## src/spicsf_map.svh

```systemverilog
// Register offsets, field positions and reset values of the serial port control block
`ifndef SPICSF_MAP_SVH
`define SPICSF_MAP_SVH

// Register offsets on the plain register port
`define SPICSF_ADDR_W          4
`define SPICSF_CS_ADDR         4'h0
`define SPICSF_MASK_ADDR       4'h1
`define SPICSF_DATA_ADDR       4'h2
`define SPICSF_EVT_ADDR        4'h3

// Control and status field positions
`define SPICSF_DONE_BIT        7
`define SPICSF_WRITE_COLLISION_FLAG_BIT        6
`define SPICSF_MODE_FAULT_FLAG_BIT        5
`define SPICSF_OVR_BIT         4
`define SPICSF_MODE_HI         3
`define SPICSF_MODE_LO         2
`define SPICSF_TRANSMIT_BUFFER_EMPTY_BIT       1
`define SPICSF_EN_BIT          0

// Control and status reset value: mode 01, transmit buffer empty
`define SPICSF_CS_RESET        8'h06

// Event status and mask field positions
`define SPICSF_EV_DONE         3
`define SPICSF_EV_WRITE_COLLISION_FLAG         2
`define SPICSF_EV_MODE_FAULT_FLAG         1
`define SPICSF_EV_OVR          0
`define SPICSF_EV_W            4
`define SPICSF_MASK_RESET      4'h0

`endif

```

## src/spicsf_pkg.sv

```systemverilog
// Types shared by the serial port control block
package spicsf_pkg;

   // Select line modes held in control bits 3:2
   typedef enum logic [1:0] {
      SPICSF_THREE_WIRE  = 2'b00,
      SPICSF_FOUR_WIRE   = 2'b01,
      SPICSF_SINGLE_LOW  = 2'b10,
      SPICSF_SINGLE_HIGH = 2'b11
   } spicsf_mode_t;

endpackage

```

## src/spicsf_sync_if.sv

```systemverilog
// Carrier between a pin synchroniser and the control block
`timescale 1ns/1ps
interface spicsf_sync_if;
   logic pin_raw;     // Raw pin level, outside the clock domain
   logic level;       // Filtered level in the clock domain
   logic rise;        // One-cycle pulse on a filtered rising change

   modport sync (input pin_raw, output level, output rise);
   modport user (output pin_raw, input level, input rise);
endinterface

```

## src/spicsf_pin_sync.sv

```systemverilog
// Three-flop pin synchroniser that accepts a change once two stages agree
`timescale 1ns/1ps
module spicsf_pin_sync #(
   parameter logic RESET_LEVEL = 1'b1
) (
   input  wire logic  clk,
   input  wire logic  rst_n,
   spicsf_sync_if.sync port
);

   logic meta_r;      // First stage, read only by the second
   logic stage2_r;    // Second stage
   logic stage3_r;    // Third stage
   logic level_r;     // Accepted level
   logic rise_r;      // Rising change pulse
   wire  agree;       // Second and third stages match
   wire  level_nxt;   // Accepted level for the next cycle

   assign agree     = (stage2_r == stage3_r);
   assign level_nxt = agree ? stage3_r : level_r;

   // Shift chain and accepted level
   always_ff @(posedge clk or negedge rst_n) begin
      if (!rst_n) begin
         meta_r   <= RESET_LEVEL;
         stage2_r <= RESET_LEVEL;
         stage3_r <= RESET_LEVEL;
         level_r  <= RESET_LEVEL;
         rise_r   <= 1'b0;
      end else begin
         meta_r   <= port.pin_raw;
         stage2_r <= meta_r;
         stage3_r <= stage2_r;
         level_r  <= level_nxt;
         rise_r   <= level_nxt & ~level_r;
      end
   end

   assign port.level = level_r;
   assign port.rise  = rise_r;

endmodule

```

## src/spicsf_top.sv

```systemverilog
// Serial port control, status flags, select line mode and interrupt logic
//
// Functional notes
// - Transfer done sets sticky flag and interrupt
// - Data write during transfer sets collision flag
// - Select low, master, mode 01 sets fault
// - Slave overrun when last bit meets full buffer
// - Every error flag set requests interrupt
// - Error flags clear only by software zero
// - Mode 00 leaves select pin unconnected
// - Mode 01 treats select as input
// - Mode 1x drives select from low bit
// - Data write clears transmit buffer empty
// - Buffer move to shifter sets empty
`timescale 1ns/1ps
`include "spicsf_map.svh"
module spicsf_top (
   input  wire logic                      clk,
   input  wire logic                      rst_n,
   input  wire logic [`SPICSF_ADDR_W-1:0] reg_addr,
   input  wire logic [7:0]                reg_wdata,
   input  wire logic                      reg_wr,
   input  wire logic                      reg_rd,
   output logic      [7:0]                reg_rdata,
   output logic                           irq,
   input  wire logic                      master_mode_enable,
   input  wire logic                      xfer_busy,
   input  wire logic                      xfer_done,
   input  wire logic                      last_bit_in,
   input  wire logic                      rx_buf_full,
   input  wire logic                      tx_buf_to_shifter,
   output logic                           tx_write,
   output logic      [7:0]                tx_data,
   output logic                           port_enable,
   input  wire logic                      slave_select_line_in,
   output logic                           slave_select_line_out,
   output logic                           slave_select_line_oe,
   output logic                           slave_selected,
   input  wire logic                      sck_in,
   output logic                           sck_rise
);

   // Register state
   logic [7:0]              cs_r;        // Control and status register
   logic [7:0]              cs_nxt;      // Its next value
   logic [`SPICSF_EV_W-1:0] evt_r;       // Sticky event status, read clears
   logic [`SPICSF_EV_W-1:0] evt_nxt;     // Its next value
   logic [`SPICSF_EV_W-1:0] mask_r;      // Interrupt mask
   logic [7:0]              rdata_r;     // Read data, one cycle after strobe
   logic [7:0]              rdata_nxt;   // Its next value
   logic                    irq_r;       // Interrupt output flop
   logic                    tx_write_r;  // Accepted data write pulse
   logic [7:0]              tx_data_r;   // Accepted data byte
   logic                    ss_out_r;    // Select output level
   logic                    ss_oe_r;     // Select output enable
   logic                    ss_sel_r;    // Slave selected indication
   logic                    sck_rise_r;  // Sampled link clock rising edge

   spicsf_sync_if nss_if ();             // Select pin synchroniser carrier
   spicsf_sync_if sck_if ();             // Link clock synchroniser carrier

   assign nss_if.pin_raw = slave_select_line_in;
   assign sck_if.pin_raw = sck_in;

   // Select pin synchroniser, idles high
   spicsf_pin_sync #(.RESET_LEVEL(1'b1)) u_nss_sync (
      .clk   (clk),
      .rst_n (rst_n),
      .port  (nss_if)
   );

   // Link clock synchroniser, idles low
   spicsf_pin_sync #(.RESET_LEVEL(1'b0)) u_sck_sync (
      .clk   (clk),
      .rst_n (rst_n),
      .port  (sck_if)
   );

   // Field decode
   wire                     en_w;        // Port enable bit
   wire spicsf_pkg::spicsf_mode_t mode_w; // Select line mode
   wire                     mode_four;   // Mode 01
   wire                     mode_single; // Mode 1x
   wire                     wr_cs;       // Write to control and status
   wire                     wr_mask;     // Write to mask
   wire                     wr_data;     // Write to data register
   wire                     rd_evt;      // Read of event status
   wire                     ev_done;     // Transfer finished
   wire                     ev_write_collision_flag;     // Write collision
   wire                     ev_mode_fault_flag;     // Mode fault
   wire                     ev_ovr;      // Receive overrun
   wire                     data_ok;     // Data write accepted
   wire [`SPICSF_EV_W-1:0]  ev_vec;      // All events

   assign en_w        = cs_r[`SPICSF_EN_BIT];
   assign mode_w      = spicsf_pkg::spicsf_mode_t'(cs_r[`SPICSF_MODE_HI:`SPICSF_MODE_LO]);
   assign mode_four   = (mode_w == spicsf_pkg::SPICSF_FOUR_WIRE);
   assign mode_single = cs_r[`SPICSF_MODE_HI];
   assign wr_cs       = reg_wr && (reg_addr == `SPICSF_CS_ADDR);
   assign wr_mask     = reg_wr && (reg_addr == `SPICSF_MASK_ADDR);
   assign wr_data     = reg_wr && (reg_addr == `SPICSF_DATA_ADDR) && en_w;
   assign rd_evt      = reg_rd && (reg_addr == `SPICSF_EVT_ADDR);

   // Event sources, all gated by the port enable
   assign ev_done = en_w && xfer_done;
   assign ev_write_collision_flag = wr_data && xfer_busy;
   assign ev_mode_fault_flag = en_w && master_mode_enable && mode_four
                    && !nss_if.level;
   assign ev_ovr  = en_w && !master_mode_enable && last_bit_in
                    && rx_buf_full;
   assign data_ok = wr_data && !xfer_busy;
   assign ev_vec  = {ev_done, ev_write_collision_flag, ev_mode_fault_flag, ev_ovr};

   // Control and status next value; hardware set wins over software clear
   always_comb begin
      cs_nxt = cs_r;
      if (wr_cs) begin
         // Flags keep only where software writes one; clears on zero
         cs_nxt[7:4] = cs_r[7:4] & reg_wdata[7:4];
         cs_nxt[`SPICSF_MODE_HI:`SPICSF_MODE_LO] =
            reg_wdata[`SPICSF_MODE_HI:`SPICSF_MODE_LO];
         cs_nxt[`SPICSF_EN_BIT] = reg_wdata[`SPICSF_EN_BIT];
      end
      if (ev_done) begin
         cs_nxt[`SPICSF_DONE_BIT] = 1'b1;
      end
      if (ev_write_collision_flag) begin
         cs_nxt[`SPICSF_WRITE_COLLISION_FLAG_BIT] = 1'b1;
      end
      if (ev_mode_fault_flag) begin
         cs_nxt[`SPICSF_MODE_FAULT_FLAG_BIT] = 1'b1;
      end
      if (ev_ovr) begin
         cs_nxt[`SPICSF_OVR_BIT] = 1'b1;
      end
      // Byte moving into shifter frees buffer; a new write wins
      if (tx_buf_to_shifter) begin
         cs_nxt[`SPICSF_TRANSMIT_BUFFER_EMPTY_BIT] = 1'b1;
      end
      if (data_ok) begin
         cs_nxt[`SPICSF_TRANSMIT_BUFFER_EMPTY_BIT] = 1'b0;
      end
   end

   // Event status: new events win over read clear
   assign evt_nxt = (rd_evt ? {`SPICSF_EV_W{1'b0}} : evt_r) | ev_vec;

   // Read data selection
   always_comb begin
      rdata_nxt = 8'h00;
      if (reg_rd) begin
         case (reg_addr)
            `SPICSF_CS_ADDR:   rdata_nxt = cs_r;
            `SPICSF_MASK_ADDR: rdata_nxt = {4'h0, mask_r};
            `SPICSF_EVT_ADDR:  rdata_nxt = {4'h0, evt_r};
            default:           rdata_nxt = 8'h00;
         endcase
      end
   end

   // Register file
   always_ff @(posedge clk or negedge rst_n) begin
      if (!rst_n) begin
         cs_r    <= `SPICSF_CS_RESET;
         evt_r   <= {`SPICSF_EV_W{1'b0}};
         mask_r  <= `SPICSF_MASK_RESET;
         rdata_r <= 8'h00;
         irq_r   <= 1'b0;
      end else begin
         cs_r    <= cs_nxt;
         evt_r   <= evt_nxt;
         mask_r  <= wr_mask ? reg_wdata[`SPICSF_EV_W-1:0] : mask_r;
         rdata_r <= rdata_nxt;
         irq_r   <= |(evt_r & mask_r);
      end
   end

   // Data hand-off to the shifter
   always_ff @(posedge clk or negedge rst_n) begin
      if (!rst_n) begin
         tx_write_r <= 1'b0;
         tx_data_r  <= 8'h00;
      end else begin
         tx_write_r <= data_ok;
         tx_data_r  <= data_ok ? reg_wdata : tx_data_r;
      end
   end

   // Select line drive and input use by mode
   always_ff @(posedge clk or negedge rst_n) begin
      if (!rst_n) begin
         ss_out_r   <= 1'b1;
         ss_oe_r    <= 1'b0;
         ss_sel_r   <= 1'b0;
         sck_rise_r <= 1'b0;
      end else begin
         ss_oe_r    <= en_w && mode_single;
         ss_out_r   <= cs_r[`SPICSF_MODE_LO];
         ss_sel_r   <= en_w && (mode_four ? !nss_if.level : 1'b1);
         sck_rise_r <= en_w && sck_if.rise;
      end
   end

   assign reg_rdata             = rdata_r;
   assign irq                   = irq_r;
   assign tx_write              = tx_write_r;
   assign tx_data               = tx_data_r;
   assign port_enable           = en_w;
   assign slave_select_line_out = ss_out_r;
   assign slave_select_line_oe  = ss_oe_r;
   assign slave_selected        = ss_sel_r;
   assign sck_rise              = sck_rise_r;
endmodule

```

## config.mk

```make
export PLATFORM = sky130hd
export DESIGN_NAME = spicsf_top
export DESIGN_NICKNAME = d
export VERILOG_FILES = /design/src/spicsf_pkg.sv /design/src/spicsf_sync_if.sv /design/src/spicsf_pin_sync.sv /design/src/spicsf_top.sv
export VERILOG_INCLUDE_DIRS = /design/src
export SDC_FILE = /design/constraint.sdc
export NUM_CORES = 1
export LEC_CHECK = 0
export ABC_AREA = 1
export BUFFER_PORTS_ARGS = -buffer_cell sky130_fd_sc_hd__buf_2
export CELL_PAD_IN_SITES_DETAIL_PLACEMENT = 1
export CELL_PAD_IN_SITES_GLOBAL_PLACEMENT = 1
export CORE_ASPECT_RATIO = 1.4
export CORE_MARGIN = 2
export CORE_UTILIZATION = 41
export CTS_BUF_LIST = sky130_fd_sc_hd__clkbuf_2 sky130_fd_sc_hd__clkbuf_4 sky130_fd_sc_hd__clkbuf_8
export DETAILED_ROUTE_END_ITERATION = 8
export PLACE_DENSITY_LB_ADDON = 0.1
export SETUP_SLACK_MARGIN = 0.1
export SYNTH_ARGS = -nofsm -noshare
export SYNTH_HDL_FRONTEND = slang
export SYNTH_SLANG_ARGS = --single-unit
```

## constraint.sdc

```tcl
create_clock -name clk -period 1.4 [get_ports clk]
set_input_delay 0 -clock clk [delete_from_list [all_inputs] [get_ports clk]]
set_output_delay 0 -clock clk [all_outputs]
set_load 0.02 [all_outputs]
```

==> results of run 1 <==
==> cell families (layout without fill, tap and decap cells) <==
family	count (synthesis)	after routing	synth area share [%]
buffers and inverters	28	101	5.71
AND/OR/NAND/NOR	94	94	25.1
AO/OA/AOI/OAI	16	16	4.50
flip-flops	47	47	63.6
adder cells (fa/ha/maj)	2	2	1.08
==> synthesized netlist by cell type <==
master	instances	area share, %
nand4_1	8	2.7
nand2_2	1	0.34
inv_2	5	1.0
inv_1	21	4.2
nor3_2	1	0.54
o21ai_0	10	2.7
nand3_4	1	0.94
nand2_1	46	9.3
nor2_2	1	0.34
nor2_4	5	3.0
a21oi_1	1	0.27
o2111ai_1	1	0.47
nand3_2	1	0.54
dfrtp_1	40	54
nor2_1	10	2.0
clkinv_1	1	0.20
dfstp_2	7	9.9
o21ai_1	4	1.1
buf_2	1	0.27
nand3_1	20	5.4
maj3_1	2	1.1
==> final timing paths <==
| check | endpoint | cells past startpoint | slack [ps] | from |
|---|---|---|---|---|
| max in group asynchronous | cs_r[1] | 3 | 640 | rst_n |
| hold reg to reg | u_nss_sync.stage2_r | 0 | 360 | u_nss_sync.meta_r |
| hold / removal | reg_rdata[4] | 4 | 130 | reg_addr[3] |
| min in group asynchronous | slave_select_line_oe | 2 | 180 | rst_n |
| setup reg to reg | tx_data[4] | 5 | 230 | cs_r[0] |
| setup / recovery | tx_data[4] | 5 | 230 | cs_r[0] |
==> final cells by class <==
| type | count | area (um2) | share of cell area (%) |
|---|---|---|---|
| flip-flops and latches | 47 | 1180 | 47.9 |
| multi-input cells | 112 | 571 | 23.0 |
| repair buffers | 66 | 438 | 17.7 |
| clock buffers | 8 | 104 | 4.19 |
| inverters | 27 | 101 | 4.09 |
| well taps | 62 | 77.6 | 3.13 |
==> timing repair <==
item / CTS / global route
endpoints found under the setup margin: 0 / 0
hold endpoints to repair: 47 / 0
hold buffers: 18 / 0
==> metal layers <==
metal / vias up / share of wire (%) / GRT usage [%]
met5: - / 0 / 0
met1: 770 / 39 / 23.4
met3: 10 / 4.2 / 4.65
met2: 41 / 55 / 38.3
met4: 0 / 1.8 / 6.92
li1: 739 / - / -
==> worst max-delay path: stages (launching register included) <==
cell	delay (ps)
dfrtp_1	350
nand2_1	80
nor2_4	270
nand3_4	200
nand2_1	110
nand2_1	60
==> state kept, by name, indices dropped and copies added, names as in the netlist <==
name,flops
cs_r,8
reg_rdata,8
tx_data,8
evt_r,4
mask_r,4
irq,1
sck_rise,1
slave_select_line_oe,1
slave_select_line_out,1
slave_selected,1
tx_write,1
u_nss_sync.meta_r,1
u_nss_sync.port.level,1
u_nss_sync.stage2_r,1
u_nss_sync.stage3_r,1
u_sck_sync.meta_r,1
u_sck_sync.port.level,1
u_sck_sync.port.rise,1
u_sck_sync.stage2_r,1
u_sck_sync.stage3_r,1
==> layout by cell type (no fill, tap or decap) <==
master         netlist  routed
a21oi_1              1       1
buf_12               0       1
buf_2                1      46
buf_4                0       1
clkbuf_4             0       1
clkbuf_8             0       7
clkinv_1             1       1
dfrtp_1             40      40
dfstp_2              7       7
dlygate4sd3_1        0      18
inv_1               21      21
inv_2                5       5
maj3_1               2       2
nand2_1             46      46
nand2_2              1       1
nand3_1             20      20
nand3_2              1       1
nand3_4              1       1
nand4_1              8       8
nor2_1              10      10
nor2_2               1       1
nor2_4               5       5
nor3_2               1       1
o2111ai_1            1       1
o21ai_0             10      10
o21ai_1              4       4
==> through the flow <==
stage	std cells	cell area, um2	power [mW]	setup slack [ps]	util [%]
finish	322	2480	3.20	230	55.5
global route	322	2480	3.37	113	55.5
CTS	322	2480	3.23	230	55.5
detailed placement	296	2190	2.29	240	49.1
global placement	296	2190	2.26	297	49.1
floorplan	187	1860	2.01	161	-
==> power groups by stage <==
| stage | Combinational (mW) | Sequential, mW | Clock (mW) |
|---|---|---|---|
| 6_report | 0.622 | 1.67 | 0.905 |
| 5_1_grt | 0.694 | 1.70 | 0.975 |
| 4_1_cts | 0.630 | 1.68 | 0.925 |
| 3_5_place_dp | 0.586 | 1.70 | 0 |
| 3_3_place_gp | 0.572 | 1.69 | 0 |
| 2_1_floorplan | 0.213 | 1.79 | 0 |
==> flow_summary.ini, run 1 <==
[run]
drv_cap = 0

[clocking]
ctsResizeCount = 0
cts.sinks = 47
path_clk_slew_ps = 80
cts_tree = built
clkLatencyLatePin_ps = 300
cts_max_level = 2
cts_buffers = 5
cts_setup_buffers = 0
cts-root-buf = clkbuf_8
clk_path_buf_depth = 2

[routing]
remaining_drc_errors = 0
drt_iter0_drc = 22
via_per_inst = 4.84
wire_per_inst_um = 14.6
wl_um = 4710
ant_nets = 0
dr.pass1.iters = 4
vias = 1560

[synthesis]
synth-seq-cells = 47
synthCells = 187
yosysUniqueCellTypes = 21
syn_avg_cell_area_um2 = 9.96
seq_area_frac_synth_pct = 63.6
synth_area_um2 = 1860
ys_warn_count = 0
synthesis.nets = 211

[placed_design]
gp_congestion = 0.728
io_buffer_count = 46
dpl.hpwl_um = 3360

[setup_path]
crit_type = flop to flop
arrival_ps = 1370
worst_setup_path_end_kind = flop
critPathLaunchType = flop
crit_fanout = 10
critPathRequiredTime_ps = 1600

[pwr]
p_sw_mw = 0.942
power.leakage_nw = 1.32
clockPowerShare_pct = 28.3
internal_power_mw = 2.26
seqPwrFrac_pct = 52.3
ir_drop_mv = 0.838
comb_power_share_pct = 19.4
switching_share_pct = 29.4
power.density_nw_per_um2 = 1290

[timing]
holdWs_ps = 130
finalHoldViolCount = 0
finClkSkew_ps = 6.23
slew_headroom_pct = 68.1
rsz0062_at_grt = false
setup_viol = 0
worst_pin_slew_ps = 479
fin_setup_tns_ps = 0
period_needed_ps = 1170
maxSlewViolCount = 0
max_freq_ghz = 0.855
finalCritPeriodShare_pct = 83.6

[finish]
num_antenna_cells = 0
syn_to_final_growth_pct = 33.0
nets = 283
layout-drive-gt1-share_pct = 30.0
n_fill_cell = 539

[floorplan]
std_cell_rows = 29
die_y_um = 83.7
start_util_pct = 41.7
die_x_um = 61.0
io_pins = 47
core_um2 = 4460
die_area_um2 = 5100

[grt]
grt_use_total_pct = 21.2
grt_pass1_wl_um = 8020
grt_pass1_vias = 1731
grt_max_degree = 28
antenna_found_initial = 0
grt-ovfl-total = 0

[hold_path]
worstHoldPathType = input port to flop

[outcome]
outcome = finished clean
Note: power is estimated with default switching activity, not from simulation.
==> inputs of run 2 (changes only) <==
- clock period: 1.4 -> 1.2 ns (I/O delays scaled with it)
==> flow_summary.ini, run 2 (synthesized netlist as in run 1, its figures left out) <==
[finish]
syn_to_final_growth_pct = 36.7
final_area_um2 = 2540
register_area_um2 = 1190
layout-drive-gt1-share_pct = 34.1
multi_input_area_um2 = 586
n_fill_cell = 541
num_antenna_cells = 0
mostFrequentLayoutCells = buf_2, nand2_1, dfrtp_1
nets = 287
final_cells = 326
final_common_cell = buf_2

[grt]
grt_pass1_wl_um = 8140
grt_use_total_pct = 21.8
grt_pass1_vias = 1750
antenna_found_initial = 0
grt_max_degree = 30
grt-ovfl-total = 0

[floorplan]
std_cell_rows = 29
core_um2 = 4460
die_x_um = 61.0
die_y_um = 83.7
die_area_um2 = 5100
start_util_pct = 41.7
io_pins = 47

[setup_path]
worst_setup_path_end_kind = flop
worst-path-buf-inv = 2
crit_fanout = 4
crit_type = flop to flop
crit_family = flip-flops
critPathLaunchType = flop
slowest_delay_ps = 430
critPathRequiredTime_ps = 1380
cpMaxStageDelayCell = dfrtp_2
arrival_ps = 1230
path_cells = buf_4 > inv_1 > nor2_1 > nand3_1 > o21ai_0

[clocking]
cts.sinks = 47
cts_tree = built
clkLatencyLatePin_ps = 300
clk_path_buf_depth = 2
cts_buffers = 5
cts_max_level = 2
path_clk_slew_ps = 80
cts-root-buf = clkbuf_8

[hold_path]
worstHoldPathType = input port to flop

[timing]
setup_ws_ps = 144
setup_viol = 0
finalCritPeriodShare_pct = 88.0
max_freq_ghz = 0.947
period_needed_ps = 1060
finalHoldViolCount = 0
slew_headroom_pct = 75.7
worst_pin_slew_ps = 365
maxSlewViolCount = 0
rsz0062_at_grt = true
finClkSkew_ps = 4.82
fin_setup_tns_ps = 0

[placed_design]
dpl.hpwl_um = 3710
placed_area_um2 = 2230
place_ws_ps = 108
dp.cells = 300
gp_congestion = 0.781
io_buffer_count = 46

[routing]
ant_nets = 0
drt_iter0_drc = 22
wl_um = 5030
remaining_drc_errors = 0
via_per_inst = 4.87
wire_per_inst_um = 15.4
dr.pass1.iters = 4
vias = 1586

[run]
drv_cap = 0

[pwr]
finalPower_mw = 4.11
ir_drop_mv = 0.876
power.density_nw_per_um2 = 1620
power.leakage_nw = 1.36

[outcome]
outcome = finished clean
run 2: changes by cell type in the layout (fill, tap and decap cells not counted), sizes merged:
cell and change:
bufinv +2, buf +8, dlygate4sd3 -4, clkbuf -2
run 2: path summary, 6_finish.rpt:
kind                            cells after the start               start             endpoint  slack (ps)
max in group asynchronous                           3               rst_n  u_nss_sync.stage2_r         510
worst max-delay path                                5             cs_r[0]             evt_r[0]         140
worst min-delay path                                3  master_mode_enable              cs_r[5]           9
worst max register to register                      5             cs_r[0]             evt_r[0]         140
min in group asynchronous                           2               rst_n         reg_rdata[6]         140
worst min register to register                      0   u_sck_sync.meta_r  u_sck_sync.stage2_r         360
run 2: stage by stage:
stage | hold slack [ps] | util (%)
after CTS | 6.49 | 56.1
after floorplan | -296 | -
after detailed placement | -65.5 | 49.9
after global routing | 18.4 | 57.0
after global placement | -66.3 | 49.9
final | 8.69 | 57.0
run 2: power by group:
group | internal (mW) | switching [mW] | leakage [nW] | total [mW]
Clock | 0.855 | 0.511 | 0.0688 | 1.37
Sequential | 1.83 | 0.150 | 0.569 | 1.98
Combinational | 0.285 | 0.487 | 0.725 | 0.773
Total | 2.97 | 1.15 | 1.36 | 4.11
run 2: timing repair:
| item | in CTS | in global routing |
|---|---|---|
| setup endpoints to repair | 2 | 11 |
| gates resized for setup | 1 | 2 |
| hold buffers | 14 | 0 |
| hold endpoints to repair | 63 | 0 |
| pin swaps | 1 | 1 |
| setup buffers | 0 | 4 |
run 2: area by class of cell:
type / count / area share [%]
timing repair buffer: 70 / 18.0
tap: 62 / 3.05
multi-input combinational: 112 / 23.0
clock inverter: 2 / 2.36
sequential: 47 / 46.6
clock buffer: 6 / 3.00
inverter: 27 / 3.98
run 2: routing by layer:
metal | wire (um) | part of all wire (%) | track usage (%)
met1 | 1910 | 38 | 24.2
met2 | 2740 | 54 | 38.3
met3 | 214 | 4.3 | 4.03
met4 | 169 | 3.4 | 10.3
met5 | 0 | 0 | 0
run 2: worst min-delay path, delay by kind of cell:
kind	cells	cell delay [ps]
buf+inv	1	110
simple gates	2	160
==> inputs of run 3 (changes only) <==
- MAX_ROUTING_LAYER: unset -> met4
- clock period: 1.2 -> 1.05 ns (I/O delays scaled with it)
==> flow_summary.ini, run 3 (synthesized netlist as in run 1, its figures left out) <==
[outcome]
outcome = finished with violations
violations = negative hold slack, negative setup slack

[routing]
vias = 1585
ant_nets = 0
via_per_inst = 4.80
wl_um = 4940
wire_per_inst_um = 15.0
dr.pass1.iters = 4
remaining_drc_errors = 0
drt_iter0_drc = 37

[finish]
layout-drive-gt1-share_pct = 37.3
mostFrequentLayoutCells = buf_2, nand2_1, dfrtp_1
final_common_cell = buf_2
syn_to_final_growth_pct = 41.7
fin_util_pct = 59.1
num_antenna_cells = 0
final_cells = 330
nets = 291

[grt]
grt-ovfl-total = 0
antenna_found_initial = 0
grt_max_degree = 48
grt_pass1_wl_um = 7860
grt_pass1_vias = 1660
grt_use_total_pct = 21.3

[pwr]
ir_drop_mv = 1.14
power.leakage_nw = 1.38
power.density_nw_per_um2 = 1820

[timing]
setup_ws_ps = -8.53
setup_viol = 2
finClkSkew_ps = 6.47
holdWs_ps = -1.34
finalHoldViolCount = 1
fin_setup_tns_ps = -9.83
slew_headroom_pct = 77.2
worst_pin_slew_ps = 339
finalCritPeriodShare_pct = 101
max_freq_ghz = 0.945
maxSlewViolCount = 0
rsz0062_at_grt = true
period_needed_ps = 1060

[setup_path]
worst_setup_path_end_kind = flop
arrival_ps = 1250
critPathRequiredTime_ps = 1240
crit_fanout = 6
critPathLaunchType = flop
crit_type = flop to flop

[floorplan]
std_cell_rows = 29
die_y_um = 83.7
core_um2 = 4460
io_pins = 47
start_util_pct = 41.7
die_area_um2 = 5100
die_x_um = 61.0

[run]
drv_cap = 0

[placed_design]
io_buffer_count = 46
gp_congestion = 0.801
dpl.hpwl_um = 3430
dp.cells = 301

[clocking]
cts_tree = built
clk_path_buf_depth = 2
path_clk_slew_ps = 90
cts.sinks = 47
cts_buffers = 5
cts_max_level = 2
cts-root-buf = clkbuf_8
clkLatencyLatePin_ps = 300

[hold_path]
worstHoldPathType = input port to flop
==> run 3: changes by cell type in the layout (fill, tap and decap cells not counted), sizes merged <==
cell,delta
nand3,+1
dlygate4sd3,+3
==> run 3: per-stage QoR <==
step | worst slack, ps | power [mW] | cell area [um2]
final | -8.53 | 4.81 | 2640
after global routing | -69.9 | 5.05 | 2640
after CTS | 35.2 | 4.76 | 2550
after detailed placement | -6.62 | 3.08 | 2230
after global placement | 4.95 | 3.05 | 2230
after floorplan | -36.3 | 2.68 | 1870
==> run 3: report_power, final <==
part	leakage, nW	internal, mW	switching (mW)
Clock	0.0688	0.977	0.602
Sequential	0.569	2.09	0.171
Combinational	0.744	0.395	0.581
==> run 3: routing by layer <==
metal  vias up  wire length [um]  global-route usage [%]
li1        761                 -                       -
met4         0                84                    7.91
met3         8               210                    3.88
met1       775              1960                    25.6
met5         -                 0                       -
met2        41              2680                    34.9
==> run 3: final timing paths <==
path / cells after the start / endpoint / from / slack [ps]
max: 5 / tx_data[3] / cs_r[0] / -9
min: 3 / cs_r[6] / xfer_busy / -1
min in group asynchronous: 3 / slave_select_line_oe / rst_n / 210
min reg2reg: 0 / u_nss_sync.stage2_r / u_nss_sync.meta_r / 360
max reg2reg: 5 / tx_data[3] / cs_r[0] / -9
max in group asynchronous: 3 / cs_r[1] / rst_n / 560
==> run 3: cell type report <==
type	instances	area [um2]
flip-flops and latches	47	1190
fillers	537	1820
repair buffers	73	508
clock inverters	2	60.1
well taps	62	77.6
inverters	27	106
clock buffers	6	76.3
multi-input cells	113	624
==> run 3: what timing repair did <==
item                                   in CTS  in global routing
setup endpoints to repair                  14                 21
resized for setup                           8                 15
pin swaps                                   1                  7
hold buffers                               15                  2
endpoints found under the hold margin      71                  2
cloned                                      0                  1
setup buffers                               1                  2
==> run 3: critical path: stages, from the launching register on <==
cell and delay, ps:
dfrtp_2 380, nand2_2 60, nor2_4 210, nand3_2 160
nand2_1 90, nand2_1 50
